[src/common/stc_pkg.sv]
/*
  Constants, pin bundle and state type of the serializer transmit control.
  Assumes one clock (hclk, 20 MHz) and an AHB-Lite master for the registers.
*/
package stc_pkg;
  localparam int unsigned WORD_W      = 10;
  localparam int unsigned SYM_W       = 12;
  localparam int unsigned FIFO_DEPTH  = 4;
  localparam int unsigned SYNC_HOLD   = 6;
  localparam int unsigned SYNC_BURST  = 1026;
  localparam int unsigned LOCK_WAIT   = 1026;
  localparam logic [11:0] SYNC_SYMBOL = 12'hFC0;
  localparam logic        START_BIT   = 1'b1;
  localparam logic        STOP_BIT    = 1'b0;
  // register byte offsets
  localparam logic [7:0]  CTRL_OFS    = 8'h00;
  localparam logic [7:0]  STATUS_OFS  = 8'h04;
  localparam logic [7:0]  SYMBOL_OFS  = 8'h08;
  // control fields
  localparam int unsigned CTRL_GATE_BIT = 0;
  localparam logic [0:0]  CTRL_RST      = 1'h1;
  // status fields
  localparam int unsigned ST_LOCKED_BIT   = 0;
  localparam int unsigned ST_SYNC_BIT     = 1;
  localparam int unsigned ST_UNDERRUN_BIT = 2;
  localparam int unsigned ST_OVERFLOW_BIT = 3;
  localparam int unsigned ST_LEVEL_LSB    = 8;

  typedef struct packed {
    logic              word_clock;
    logic              capture_edge_select;
    logic [WORD_W-1:0] parallel_word_in;
    logic              pattern_request_a;
    logic              pattern_request_b;
    logic              serial_out_enable;
    logic              sleep_control;
  } stc_pins_s;

  typedef enum logic [1:0] {STC_SLEEP, STC_LOCKING, STC_DATA, STC_SYNC} stc_state_e;
endpackage

[src/hdl/stc_serializer_tx.sv]
/*
  Word FIFO and the serializer transmit control top.
  Assumes pins arrive asynchronously to hclk and that hclk runs well
  above the word clock; the LVDS driver and bit-rate PLL sit outside.
*/
`timescale 1ns/10ps

module stc_fifo #(
  parameter int unsigned W     = 10,
  parameter int unsigned DEPTH = 4
) (
  // clock and reset
  input  wire logic                     hclk,
  input  wire logic                     hresetn,
  input  wire logic                     flush,
  // fill side
  input  wire logic                     in_valid,
  output logic                          in_ready,
  input  wire logic [W-1:0]             in_data,
  // drain side
  output logic                          out_valid,
  input  wire logic                     out_ready,
  output logic [W-1:0]                  out_data,
  // fill level
  output logic [$clog2(DEPTH+1)-1:0]    level
);
  localparam int unsigned AW = $clog2(DEPTH);
  logic [W-1:0] mem [DEPTH];
  logic [AW:0]  wr_ptr;
  logic [AW:0]  rd_ptr;
  logic         push;
  logic         pop;

  assign level     = ($clog2(DEPTH+1))'(wr_ptr - rd_ptr);
  assign in_ready  = (level != ($clog2(DEPTH+1))'(DEPTH));
  assign out_valid = (wr_ptr != rd_ptr);
  assign push      = in_valid && in_ready && !flush;
  assign pop       = out_valid && out_ready && !flush;
  assign out_data  = mem[rd_ptr[AW-1:0]];

  always_ff @(posedge hclk)
  begin
    if (push)
    begin
      mem[wr_ptr[AW-1:0]] <= in_data;
    end
  end

  always_ff @(posedge hclk or negedge hresetn)
  begin
    if (!hresetn)
    begin
      wr_ptr <= '0;
      rd_ptr <= '0;
    end
    else if (flush)
    begin
      wr_ptr <= '0;
      rd_ptr <= '0;
    end
    else
    begin
      wr_ptr <= wr_ptr + (AW+1)'(push);
      rd_ptr <= rd_ptr + (AW+1)'(pop);
    end
  end
endmodule // stc_fifo

module stc_serializer_tx #(
  parameter int unsigned SYNC_BURST_LEN = stc_pkg::SYNC_BURST,
  parameter int unsigned LOCK_CYCLES    = stc_pkg::LOCK_WAIT
) (
  // clock and reset
  input  wire logic                       hclk,
  input  wire logic                       hresetn,
  // ahb-lite slave
  input  wire logic                       hsel,
  input  wire logic [31:0]                haddr,
  input  wire logic [1:0]                 htrans,
  input  wire logic                       hwrite,
  input  wire logic [2:0]                 hsize,
  input  wire logic [31:0]                hwdata,
  input  wire logic                       hready,
  output logic [31:0]                     hrdata,
  output logic                            hreadyout,
  output logic                            hresp,
  // parallel side pins
  input  wire logic                       word_clock,
  input  wire logic                       capture_edge_select,
  input  wire logic [stc_pkg::WORD_W-1:0] parallel_word_in,
  input  wire logic                       pattern_request_a,
  input  wire logic                       pattern_request_b,
  input  wire logic                       serial_out_enable,
  input  wire logic                       sleep_control,
  // serial side
  output logic                            serial_p_out,
  output logic                            serial_p_oe,
  output logic                            serial_n_out,
  output logic                            serial_n_oe,
  output logic [stc_pkg::SYM_W-1:0]       serial_symbol,
  output logic                            symbol_strobe
);
  localparam int unsigned LW = $clog2(stc_pkg::FIFO_DEPTH+1);

  stc_pkg::stc_pins_s  pins_in;
  stc_pkg::stc_pins_s  pins_s1;
  stc_pkg::stc_pins_s  pins_s2;
  logic                wc_d;
  logic                wc_rise;
  logic                wc_fall;
  logic                capture_edge;
  logic                req;
  stc_pkg::stc_state_e state;
  stc_pkg::stc_state_e next_state;
  logic [10:0]         lock_cnt;
  logic [2:0]          hold_cnt;
  logic [10:0]         burst_left;
  logic                hold_hit;
  logic                fifo_in_ready;
  logic                fifo_out_valid;
  logic [stc_pkg::WORD_W-1:0] fifo_out_data;
  logic [LW-1:0]       fifo_level;
  logic                fifo_flush;
  logic                push_req;
  logic                pop_req;
  logic [stc_pkg::SYM_W-1:0] shreg;
  logic                ctrl_gate;
  logic                underrun;
  logic                overflow;
  logic                a_wr;
  logic [7:0]          a_addr;
  logic                take;
  logic [31:0]         rd_mux;

  assign pins_in = '{word_clock:          word_clock,
                     capture_edge_select: capture_edge_select,
                     parallel_word_in:    parallel_word_in,
                     pattern_request_a:   pattern_request_a,
                     pattern_request_b:   pattern_request_b,
                     serial_out_enable:   serial_out_enable,
                     sleep_control:       sleep_control};

  // two-flop synchroniser for every pin; only stage two is read
  always_ff @(posedge hclk or negedge hresetn)
  begin
    if (!hresetn)
    begin
      pins_s1 <= '0;
      pins_s2 <= '0;
      wc_d    <= 1'b0;
    end
    else
    begin
      pins_s1 <= pins_in;
      pins_s2 <= pins_s1;
      wc_d    <= pins_s2.word_clock;
    end
  end

  // word clock paces capture and symbol boundaries
  assign wc_rise      = pins_s2.word_clock && !wc_d;
  assign wc_fall      = !pins_s2.word_clock && wc_d;
  assign capture_edge = pins_s2.capture_edge_select ? wc_rise : wc_fall;
  assign req          = pins_s2.pattern_request_a || pins_s2.pattern_request_b;
  // sixth or any later consecutive high boundary, counting this one
  assign hold_hit     = wc_rise && req && (hold_cnt >= 3'(stc_pkg::SYNC_HOLD - 1));

  always_comb
  begin
    next_state = state;
    case (state)
      stc_pkg::STC_SLEEP:
        if (pins_s2.sleep_control)
          next_state = stc_pkg::STC_LOCKING;
      stc_pkg::STC_LOCKING:
        if (wc_rise && lock_cnt == 11'(LOCK_CYCLES - 1))
          next_state = stc_pkg::STC_DATA;
      stc_pkg::STC_DATA:
        if (hold_hit)
          next_state = stc_pkg::STC_SYNC;
      stc_pkg::STC_SYNC:
        if (wc_rise && burst_left <= 11'd1 && !req && !hold_hit)
          next_state = stc_pkg::STC_DATA;
      default:
        next_state = stc_pkg::STC_SLEEP;
    endcase
    if (!pins_s2.sleep_control)
      next_state = stc_pkg::STC_SLEEP;
  end

  always_ff @(posedge hclk or negedge hresetn)
  begin
    if (!hresetn)
      state <= stc_pkg::STC_SLEEP;
    else
      state <= next_state;
  end

  // pll stand-in: relock takes a fixed count of word clock cycles
  always_ff @(posedge hclk or negedge hresetn)
  begin
    if (!hresetn)
      lock_cnt <= '0;
    else if (state != stc_pkg::STC_LOCKING)
      lock_cnt <= '0;
    else if (wc_rise)
      lock_cnt <= lock_cnt + 11'd1;
  end

  // consecutive high boundaries, saturating so one hold fires once
  always_ff @(posedge hclk or negedge hresetn)
  begin
    if (!hresetn)
      hold_cnt <= '0;
    else if (wc_rise)
    begin
      if (!req)
        hold_cnt <= '0;
      else if (hold_cnt < 3'(stc_pkg::SYNC_HOLD))
        hold_cnt <= hold_cnt + 3'd1;
    end
  end

  always_ff @(posedge hclk or negedge hresetn)
  begin
    if (!hresetn)
      burst_left <= '0;
    else if (next_state == stc_pkg::STC_SLEEP)
      burst_left <= '0;
    // a hold already saturated when data mode starts still gets a full burst
    else if (hold_hit && (state == stc_pkg::STC_DATA
             || (state == stc_pkg::STC_SYNC && hold_cnt == 3'(stc_pkg::SYNC_HOLD - 1))))
      burst_left <= 11'(SYNC_BURST_LEN);
    else if (wc_rise && state == stc_pkg::STC_SYNC && burst_left != '0)
      burst_left <= burst_left - 11'd1;
  end

  // captures blocked outside data mode so sync ignores the inputs
  assign push_req   = capture_edge && state == stc_pkg::STC_DATA
                      && next_state == stc_pkg::STC_DATA;
  assign pop_req    = wc_rise && next_state == stc_pkg::STC_DATA;
  assign fifo_flush = state == stc_pkg::STC_SLEEP || state == stc_pkg::STC_SYNC;

  stc_fifo #(
    .W     (stc_pkg::WORD_W),
    .DEPTH (stc_pkg::FIFO_DEPTH)
  ) u_fifo (
    .hclk      (hclk),
    .hresetn   (hresetn),
    .flush     (fifo_flush),
    .in_valid  (push_req),
    .in_ready  (fifo_in_ready),
    .in_data   (pins_s2.parallel_word_in),
    .out_valid (fifo_out_valid),
    .out_ready (pop_req),
    .out_data  (fifo_out_data),
    .level     (fifo_level)
  );

  // one symbol per word period; lane shifts one bit per hclk from the msb
  always_ff @(posedge hclk or negedge hresetn)
  begin
    if (!hresetn)
    begin
      serial_symbol <= '0;
      shreg         <= '0;
      symbol_strobe <= 1'b0;
    end
    else
    begin
      symbol_strobe <= 1'b0;
      if (wc_rise && next_state == stc_pkg::STC_SYNC)
      begin
        serial_symbol <= stc_pkg::SYNC_SYMBOL;
        shreg         <= stc_pkg::SYNC_SYMBOL;
        symbol_strobe <= 1'b1;
      end
      else if (pop_req)
      begin
        // empty fifo sends a framed zero word so the embedded clock survives
        serial_symbol <= {stc_pkg::START_BIT,
                          fifo_out_valid ? fifo_out_data : 10'h000,
                          stc_pkg::STOP_BIT};
        shreg         <= {stc_pkg::START_BIT,
                          fifo_out_valid ? fifo_out_data : 10'h000,
                          stc_pkg::STOP_BIT};
        symbol_strobe <= 1'b1;
      end
      else
        shreg <= {shreg[stc_pkg::SYM_W-2:0], stc_pkg::STOP_BIT};
    end
  end

  always_ff @(posedge hclk or negedge hresetn)
  begin
    if (!hresetn)
    begin
      serial_p_out <= 1'b0;
      serial_n_out <= 1'b1;
      serial_p_oe  <= 1'b0;
      serial_n_oe  <= 1'b0;
    end
    else
    begin
      serial_p_out <= shreg[stc_pkg::SYM_W-1];
      serial_n_out <= !shreg[stc_pkg::SYM_W-1];
      // float while disabled, asleep or not yet locked
      serial_p_oe  <= pins_s2.serial_out_enable && ctrl_gate
                      && (state == stc_pkg::STC_DATA || state == stc_pkg::STC_SYNC);
      serial_n_oe  <= pins_s2.serial_out_enable && ctrl_gate
                      && (state == stc_pkg::STC_DATA || state == stc_pkg::STC_SYNC);
    end
  end

  // ahb-lite slave, zero wait states
  assign take      = hsel && hready && htrans[1];
  assign hreadyout = 1'b1;
  assign hresp     = 1'b0;

  always_comb
  begin
    rd_mux = '0;
    case (haddr[7:0])
      stc_pkg::CTRL_OFS:
        rd_mux[stc_pkg::CTRL_GATE_BIT] = ctrl_gate;
      stc_pkg::STATUS_OFS:
      begin
        rd_mux[stc_pkg::ST_LOCKED_BIT]   = state == stc_pkg::STC_DATA
                                           || state == stc_pkg::STC_SYNC;
        rd_mux[stc_pkg::ST_SYNC_BIT]     = state == stc_pkg::STC_SYNC;
        rd_mux[stc_pkg::ST_UNDERRUN_BIT] = underrun;
        rd_mux[stc_pkg::ST_OVERFLOW_BIT] = overflow;
        rd_mux[stc_pkg::ST_LEVEL_LSB +: LW] = fifo_level;
      end
      stc_pkg::SYMBOL_OFS:
        rd_mux[stc_pkg::SYM_W-1:0] = serial_symbol;
      default:
        rd_mux = '0;
    endcase
  end

  always_ff @(posedge hclk or negedge hresetn)
  begin
    if (!hresetn)
    begin
      a_wr   <= 1'b0;
      a_addr <= '0;
      hrdata <= '0;
    end
    else
    begin
      a_wr <= take && hwrite;
      if (take)
        a_addr <= haddr[7:0];
      if (take && !hwrite)
        hrdata <= rd_mux;
    end
  end

  always_ff @(posedge hclk or negedge hresetn)
  begin
    if (!hresetn)
      ctrl_gate <= stc_pkg::CTRL_RST[0];
    else if (a_wr && a_addr == stc_pkg::CTRL_OFS)
      ctrl_gate <= hwdata[stc_pkg::CTRL_GATE_BIT];
  end

  // sticky flags, write one to clear; a new event wins over the clear
  always_ff @(posedge hclk or negedge hresetn)
  begin
    if (!hresetn)
    begin
      underrun <= 1'b0;
      overflow <= 1'b0;
    end
    else
    begin
      underrun <= (pop_req && !fifo_out_valid) || (underrun && !(a_wr
                  && a_addr == stc_pkg::STATUS_OFS && hwdata[stc_pkg::ST_UNDERRUN_BIT]));
      overflow <= (push_req && !fifo_in_ready) || (overflow && !(a_wr
                  && a_addr == stc_pkg::STATUS_OFS && hwdata[stc_pkg::ST_OVERFLOW_BIT]));
    end
  end
endmodule // stc_serializer_tx

[config.mk]
export PLATFORM = sky130hd
export DESIGN_NAME = stc_serializer_tx
export DESIGN_NICKNAME = d
export VERILOG_FILES = /design/src/common/stc_pkg.sv /design/src/hdl/stc_serializer_tx.sv
export SDC_FILE = /design/constraint.sdc
export NUM_CORES = 1
export LEC_CHECK = 0
export ABC_AREA = 0
export BUFFER_PORTS_ARGS = -buffer_cell sky130_fd_sc_hd__buf_4
export CORE_UTILIZATION = 49
export DETAILED_ROUTE_END_ITERATION = 7
export GPL_ROUTABILITY_DRIVEN = 0
export PLACE_DENSITY_LB_ADDON = 0.25
export SETUP_SLACK_MARGIN = 0.2
export SYNTH_ARGS = -nofsm -noshare
export SYNTH_HDL_FRONTEND = slang
export SYNTH_SLANG_ARGS = --single-unit
[constraint.sdc]
create_clock -name hclk -period 3 [get_ports hclk]
set_input_delay 0.3 -clock hclk [delete_from_list [all_inputs] [get_ports hclk]]
set_output_delay 0.3 -clock hclk [all_outputs]
set_load 0.02 [all_outputs]
==> impl_metrics.env, run 1 <==
export IMPL_power_density_nw_per_um2=574
export IMPL_setup_viol_count_final=0
export IMPL_yosys_area_top_type="dfrtp_1"
export IMPL_rsz0062_at_grt="true"
export IMPL_synth_enable_flop_cells=40
export IMPL_whs_path_depth=2
export IMPL_hold_path_endpoint="ctrl_gate"
export IMPL_worst_clock_skew_ns=0.0192
export IMPL_first_pass_iters=4
export IMPL_avgViaCountPerCell=5.23
export IMPL_die_x_microns=119
export IMPL_fin_nets=733
export IMPL_reg2reg_to="u_fifo.mem[3][1]"
export IMPL_ys_seq_elements=156
export IMPL_required_ns=3.14
export IMPL_min_period_over_period=0.904
export IMPL_yosys_warnings=0
export IMPL_final_instance_count_excl_fill=813
export IMPL_ir_worst_vdd_uv=393
export IMPL_fin_tns_setup_ns=0
export IMPL_layout_commonest_cell="dfrtp_1"
export IMPL_io_pins=141
export IMPL_maxSlewHeadroom=0.567
export IMPL_overflow=0
export IMPL_track_usage=0.192
export IMPL_cp_depth=9
export IMPL_tritoncts="yes"
export IMPL_setup_slack_ns=0.287
export IMPL_wire_per_inst_microns=15.1
export IMPL_criticalPathCategory="reg2reg"
export IMPL_final_cell_mix="dfrtp_1 (114), buf_4 (74), edfxtp_1 (40), nor2_1 (32), inv_1 (30)"
export IMPL_finalHoldViolCount=0
export IMPL_cts_sinks=156
export IMPL_crit_slowest_cell="a2111oi_1"
export IMPL_r2r_cells=9
export IMPL_dp_hpwl_mm=8.23
export IMPL_r2r_start="hold_cnt[1]"
export IMPL_synth_area_top_cells="dfrtp_1 (43%), edfxtp_1 (18%), ha_1 (3.4%), mux2_2 (3.0%), buf_4 (2.8%)"
export IMPL_port_buffers=60
export IMPL_n_antenna_cell=0
export IMPL_ctsHtreeMaxLevel=4
export IMPL_syn_to_final_growth_pct=21.7
export IMPL_totalWireLength_mm=12.3
export IMPL_cts_buffers_inserted=17
export IMPL_hp_start="hwdata[0]"
export IMPL_antenna_left=0
export IMPL_grt_pass1_wl_mm=20.8
export IMPL_drive_gt1_frac=0.228
export IMPL_syn_cell_area_sq_um=6690
export IMPL_maxCapViolations=0
export IMPL_cp_data_arrival_time_ns=2.85
export IMPL_syn_inst=529
export IMPL_antenna_found_initial=0
export IMPL_slowest_delay_ns=0.47
export IMPL_initial_utilization=0.503
export IMPL_dpl_worst_slack_ns=0.305
export IMPL_grt_pass1_vias=4266
export IMPL_core_area_sq_um=13300
export IMPL_crit_family="simple AND/OR/NAND/NOR gates"
export IMPL_synth_ff_type="dfrtp_1"
export IMPL_clock_fmax_ghz=0.369
export IMPL_worst_path_most_repeated_cell="and3_1"
export IMPL_cts_root_buffer="clkbuf_16"
export IMPL_grt_max_degree=67
export IMPL_status="complete, no violations"
export IMPL_die_y_microns=119
export IMPL_syn_area_per_cell_sq_um=12.6
export IMPL_path_max_fanout=10
export IMPL_end_kind="register"
export IMPL_clkTransAtPathRegs_ns=0.06
export IMPL_remaining_drc_errors=0
export IMPL_clock_path_buffers=2
export IMPL_layout_min_cycle_time_ns=2.71
export IMPL_yosysSeqAreaShare=0.614
export IMPL_tightest_slew_ns=0.650
export IMPL_synth_distinct_cells=62
export IMPL_ff2ff_setup_slack_ns=0.29
export IMPL_worstPathCellList="inv_1 -> ha_1 -> nor3_2 -> o211ai_1 -> a2111oi_1 -> buf_4 -> and3_1 -> and3_1 -> buf_12"
export IMPL_dp_cells=764
export IMPL_async_flop_share=0.744
export IMPL_finalMaxSlewViolations=0
export IMPL_min_path_type="in2reg"
export IMPL_clk_latency_ns=0.43
export IMPL_die_area_sq_um=14100
export IMPL_drtIter0Drc=346
export IMPL_num_rows=42
export IMPL_path_buf_inv=3
export IMPL_synth_top_area_share=0.426
export IMPL_vias=4249
export IMPL_start_kind="register"
export IMPL_postCtsSetupRepairBufs=0
export IMPL_leakagePower_nw=3.65
cells by family (layout without fill, tap and decap cells):
| logic type | after synthesis | after routing | synth area share |
|---|---|---|---|
| flip-flops | 156 | 156 | 0.614 |
| adder cells (fa/ha/maj) | 19 | 19 | 0.0367 |
| buffers and inverters | 72 | 159 | 0.0572 |
| AO/OA/AOI/OAI | 79 | 79 | 0.0894 |
| multiplexers | 32 | 32 | 0.0531 |
| XOR/XNOR | 23 | 23 | 0.0301 |
| other | 2 | 23 | 0.00112 |
| AND/OR/NAND/NOR | 146 | 146 | 0.118 |
timing repair:
| action | in CTS | in global routing |
|---|---|---|
| gates resized for setup | 0 | 3 |
| setup endpoints to repair | 0 | 43 |
| hold buffers | 17 | 0 |
| endpoints found under the hold margin | 66 | 0 |
worst max-delay path by stage:
stage,start,slack (ns),end
floorplan,u_fifo.rd_ptr[1],0.27,u_fifo.rd_ptr[2]
global placement,hold_cnt[1],0.37,u_fifo.mem[0][1]
detailed placement,hold_cnt[1],0.30,u_fifo.mem[3][5]
CTS,hold_cnt[1],0.28,u_fifo.mem[0][1]
global route,hold_cnt[1],0.13,u_fifo.wr_ptr[2]
finish,hold_cnt[1],0.29,u_fifo.mem[3][1]
per-stage QoR:
step                      utilization  area (sq um)  hold WS, ns  total power, mW
after floorplan                     -          6770      0.00441             2.51
after CTS                       0.611          8130       0.0952             4.71
after global routing            0.612          8140        0.101             4.87
after detailed placement        0.555          7380        0.335             2.62
after global placement          0.555          7380        0.332             2.60
final                           0.612          8140        0.119             4.67
where the power goes:
group | switching (mW) | internal [mW] | leakage [nW] | total [mW]
combinational | 0.176 | 0.128 | 1.51 | 0.304
clock | 0.898 | 1.17 | 0.278 | 2.07
sequential | 0.0565 | 2.25 | 1.87 | 2.30
cells in the mapped netlist (11+ instances only):
cell / number
nand2_1: 29
buf_4: 25
edfxtp_1: 40
inv_1: 30
and2_1: 15
xnor2_1: 16
mux2_2: 18
nor2_1: 32
mux2i_1: 13
dfrtp_1: 114
o21ai_0: 11
ha_1: 18
registers in the layout, summed over array words and instances, names as in the netlist, 2 cells and up:
register       flops
burst_left        11
a_addr             8
serial_symbol     11
hrdata            12
pins_s1           16
u_fifo.wr_ptr      3
pins_s2           16
u_fifo.rd_ptr      3
hold_cnt           3
u_fifo.mem        40
lock_cnt          11
state              2
shreg             11
per-layer routing:
| metal | wire length (microns) | GRT usage | up-vias |
|---|---|---|---|
| li1 | - | - | 2047 |
| met5 | 0 | 0 | - |
| met1 | 5790 | 0.254 | 2097 |
| met3 | 472 | 0.0503 | 8 |
| met4 | 108 | 0.0783 | 0 |
| met2 | 5910 | 0.303 | 97 |
cell type report:
type,count,area [sq um]
repair buffers,96,826
clock buffers,17,425
multi-input cells,322,2290
flip-flops and latches,156,4110
inverters,31,116
well taps,176,220
fillers,1051,5150
clock inverters,15,154
Power figures use the tool's default switching activity.
==> run 2, diff against run 1 <==
--- a/config.mk
+++ b/config.mk
@@ -7,7 +7,9 @@
 export LEC_CHECK = 0
 export ABC_AREA = 0
 export BUFFER_PORTS_ARGS = -buffer_cell sky130_fd_sc_hd__buf_4
-export CORE_UTILIZATION = 49
+export CORE_UTILIZATION = 61
+export CTS_BUF_LIST = sky130_fd_sc_hd__clkbuf_8
+export CTS_CLUSTER_DIAMETER = 40
 export DETAILED_ROUTE_END_ITERATION = 7
 export GPL_ROUTABILITY_DRIVEN = 0
 export PLACE_DENSITY_LB_ADDON = 0.25
==> constraint.sdc (replaced) <==
create_clock -name hclk -period 3.14 [get_ports hclk]
set_input_delay 0.314 -clock hclk [delete_from_list [all_inputs] [get_ports hclk]]
set_output_delay 0.314 -clock hclk [all_outputs]
set_load 0.02 [all_outputs]
==> impl_metrics.env, run 2 (same netlist as run 1, synthesis figures left out) <==
export IMPL_maxSlewHeadroom=0.386
export IMPL_start_kind="register"
export IMPL_totalWireLength_mm=12.2
export IMPL_remaining_drc_errors=0
export IMPL_port_buffers=60
export IMPL_layout_min_cycle_time_ns=2.86
export IMPL_syn_to_final_growth_pct=17.8
export IMPL_core_area_sq_um=10500
export IMPL_required_ns=3.31
export IMPL_whs_path_depth=2
export IMPL_cts_sinks=156
export IMPL_wire_per_inst_microns=15.9
export IMPL_die_y_microns=107
export IMPL_path_max_fanout=10
export IMPL_ff2ff_setup_slack_ns=0.28
export IMPL_clock_fmax_ghz=0.349
export IMPL_grt_pass1_wl_mm=19.9
export IMPL_grt_pass1_vias=4147
export IMPL_crit_slowest_cell="a2111oi_1"
export IMPL_fin_nets=730
export IMPL_fin_tns_setup_ns=0
export IMPL_r2r_cells=9
export IMPL_io_pins=141
export IMPL_power_density_nw_per_um2=499
export IMPL_criticalPathCategory="reg2reg"
export IMPL_slowest_delay_ns=0.48
export IMPL_clock_path_buffers=2
export IMPL_cts_buffers_inserted=17
export IMPL_ctsHtreeMaxLevel=4
export IMPL_cp_data_arrival_time_ns=3.03
export IMPL_antenna_left=0
export IMPL_maxCapViolations=0
export IMPL_drive_gt1_frac=0.221
export IMPL_dpl_worst_slack_ns=0.287
export IMPL_track_usage=0.232
export IMPL_tritoncts="yes"
export IMPL_num_fill_cells=682
export IMPL_finalMaxSlewViolations=0
export IMPL_largest_reg_flops=40
export IMPL_end_kind="register"
export IMPL_avgViaCountPerCell=5.62
export IMPL_min_period_over_period=0.912
export IMPL_worst_path_most_repeated_cell="and3_1"
export IMPL_worstPathCellList="inv_1 -> ha_1 -> nor3_1 -> o211ai_1 -> a2111oi_1 -> buf_4 -> and3_1 -> and3_1 -> buf_12"
export IMPL_layout_commonest_cell="dfrtp_1"
export IMPL_die_area_sq_um=11400
export IMPL_rsz0062_at_grt="true"
export IMPL_clkTransAtPathRegs_ns=0.08
export IMPL_die_x_microns=107
export IMPL_ir_worst_vdd_uv=410
export IMPL_n_antenna_cell=0
export IMPL_dp_hpwl_mm=8.28
export IMPL_final_cell_mix="dfrtp_1 (114), buf_4 (72), edfxtp_1 (40), inv_1 (32), nor2_1 (32)"
export IMPL_clk_latency_ns=0.45
export IMPL_vias=4327
export IMPL_worst_clock_skew_ns=0.00834
export IMPL_num_rows=37
export IMPL_drtIter0Drc=220
export IMPL_initial_utilization=0.639
export IMPL_first_pass_iters=4
export IMPL_overflow=0
export IMPL_antenna_found_initial=0
export IMPL_setup_viol_count_final=0
export IMPL_status="complete, no violations"
export IMPL_setup_slack_ns=0.276
export IMPL_postCtsSetupRepairBufs=0
export IMPL_tightest_slew_ns=0.918
export IMPL_cts_root_buffer="clkbuf_8"
export IMPL_finalHoldViolCount=0
export IMPL_grt_max_degree=67
export IMPL_min_path_type="in2reg"
export IMPL_leakagePower_nw=3.56
[run 2: cell type report]
class	instances	area, sq um	share of cell area
sequential	156	4110	0.521
multi-input combinational	322	2300	0.292
timing repair buffer	93	791	0.100
clock buffer	18	248	0.0315
tap	136	170	0.0216
clock inverter	14	144	0.0183
inverter	31	116	0.0148
[run 2: what timing repair did]
item                                    CTS  global route
endpoints found under the setup margin    0             2
gates resized for setup                   0             4
hold endpoints to repair                 77             0
hold buffers                             17             0
[run 2: routing by layer]
| layer | vias to the layer above | track usage | wire length (microns) |
|---|---|---|---|
| li1 | 2036 | - | - |
| met5 | - | 0 | 0 |
| met3 | 19 | 0.0620 | 660 |
| met1 | 2134 | 0.302 | 5340 |
| met2 | 138 | 0.376 | 6050 |
| met4 | 0 | 0.0871 | 172 |
[run 2: stage by stage]
stage	std cells	area (sq um)	util	total power, mW	hold slack (ns)
final	770	7880	0.753	3.93	0.110
after global routing	770	7880	0.753	4.10	0.0839
after CTS	770	7850	0.751	3.95	0.0862
after detailed placement	721	7290	0.697	2.50	0.336
after global placement	721	7290	0.697	2.47	0.333
after floorplan	550	6770	-	2.40	0.0184
[run 2: final timing paths]
path,to,from
setup / recovery,u_fifo.mem[0][8],hold_cnt[1]
hold / removal,ctrl_gate,hwdata[0]
setup reg to reg,u_fifo.mem[0][8],hold_cnt[1]
hold reg to reg,pins_s2[13],pins_s1[13]
max in group asynchronous,pins_s2[6],hresetn
min in group asynchronous,a_addr[3],hresetn
[run 2: report_power, final]
part / internal, mW / switching, mW / total, mW
sequential: 2.14 / 0.0542 / 2.20
combinational: 0.115 / 0.165 / 0.280
clock: 0.728 / 0.720 / 1.45
[run 2: critical path: cells and delay by family, from the launching register on]
| kind | cells | cell delay (ns) |
|---|---|---|
| simple gates | 3 | 0.84 |
| compound gates | 2 | 0.64 |
| flops | 1 | 0.42 |
| buf+inv | 3 | 0.45 |
| fa+ha+maj | 1 | 0.21 |
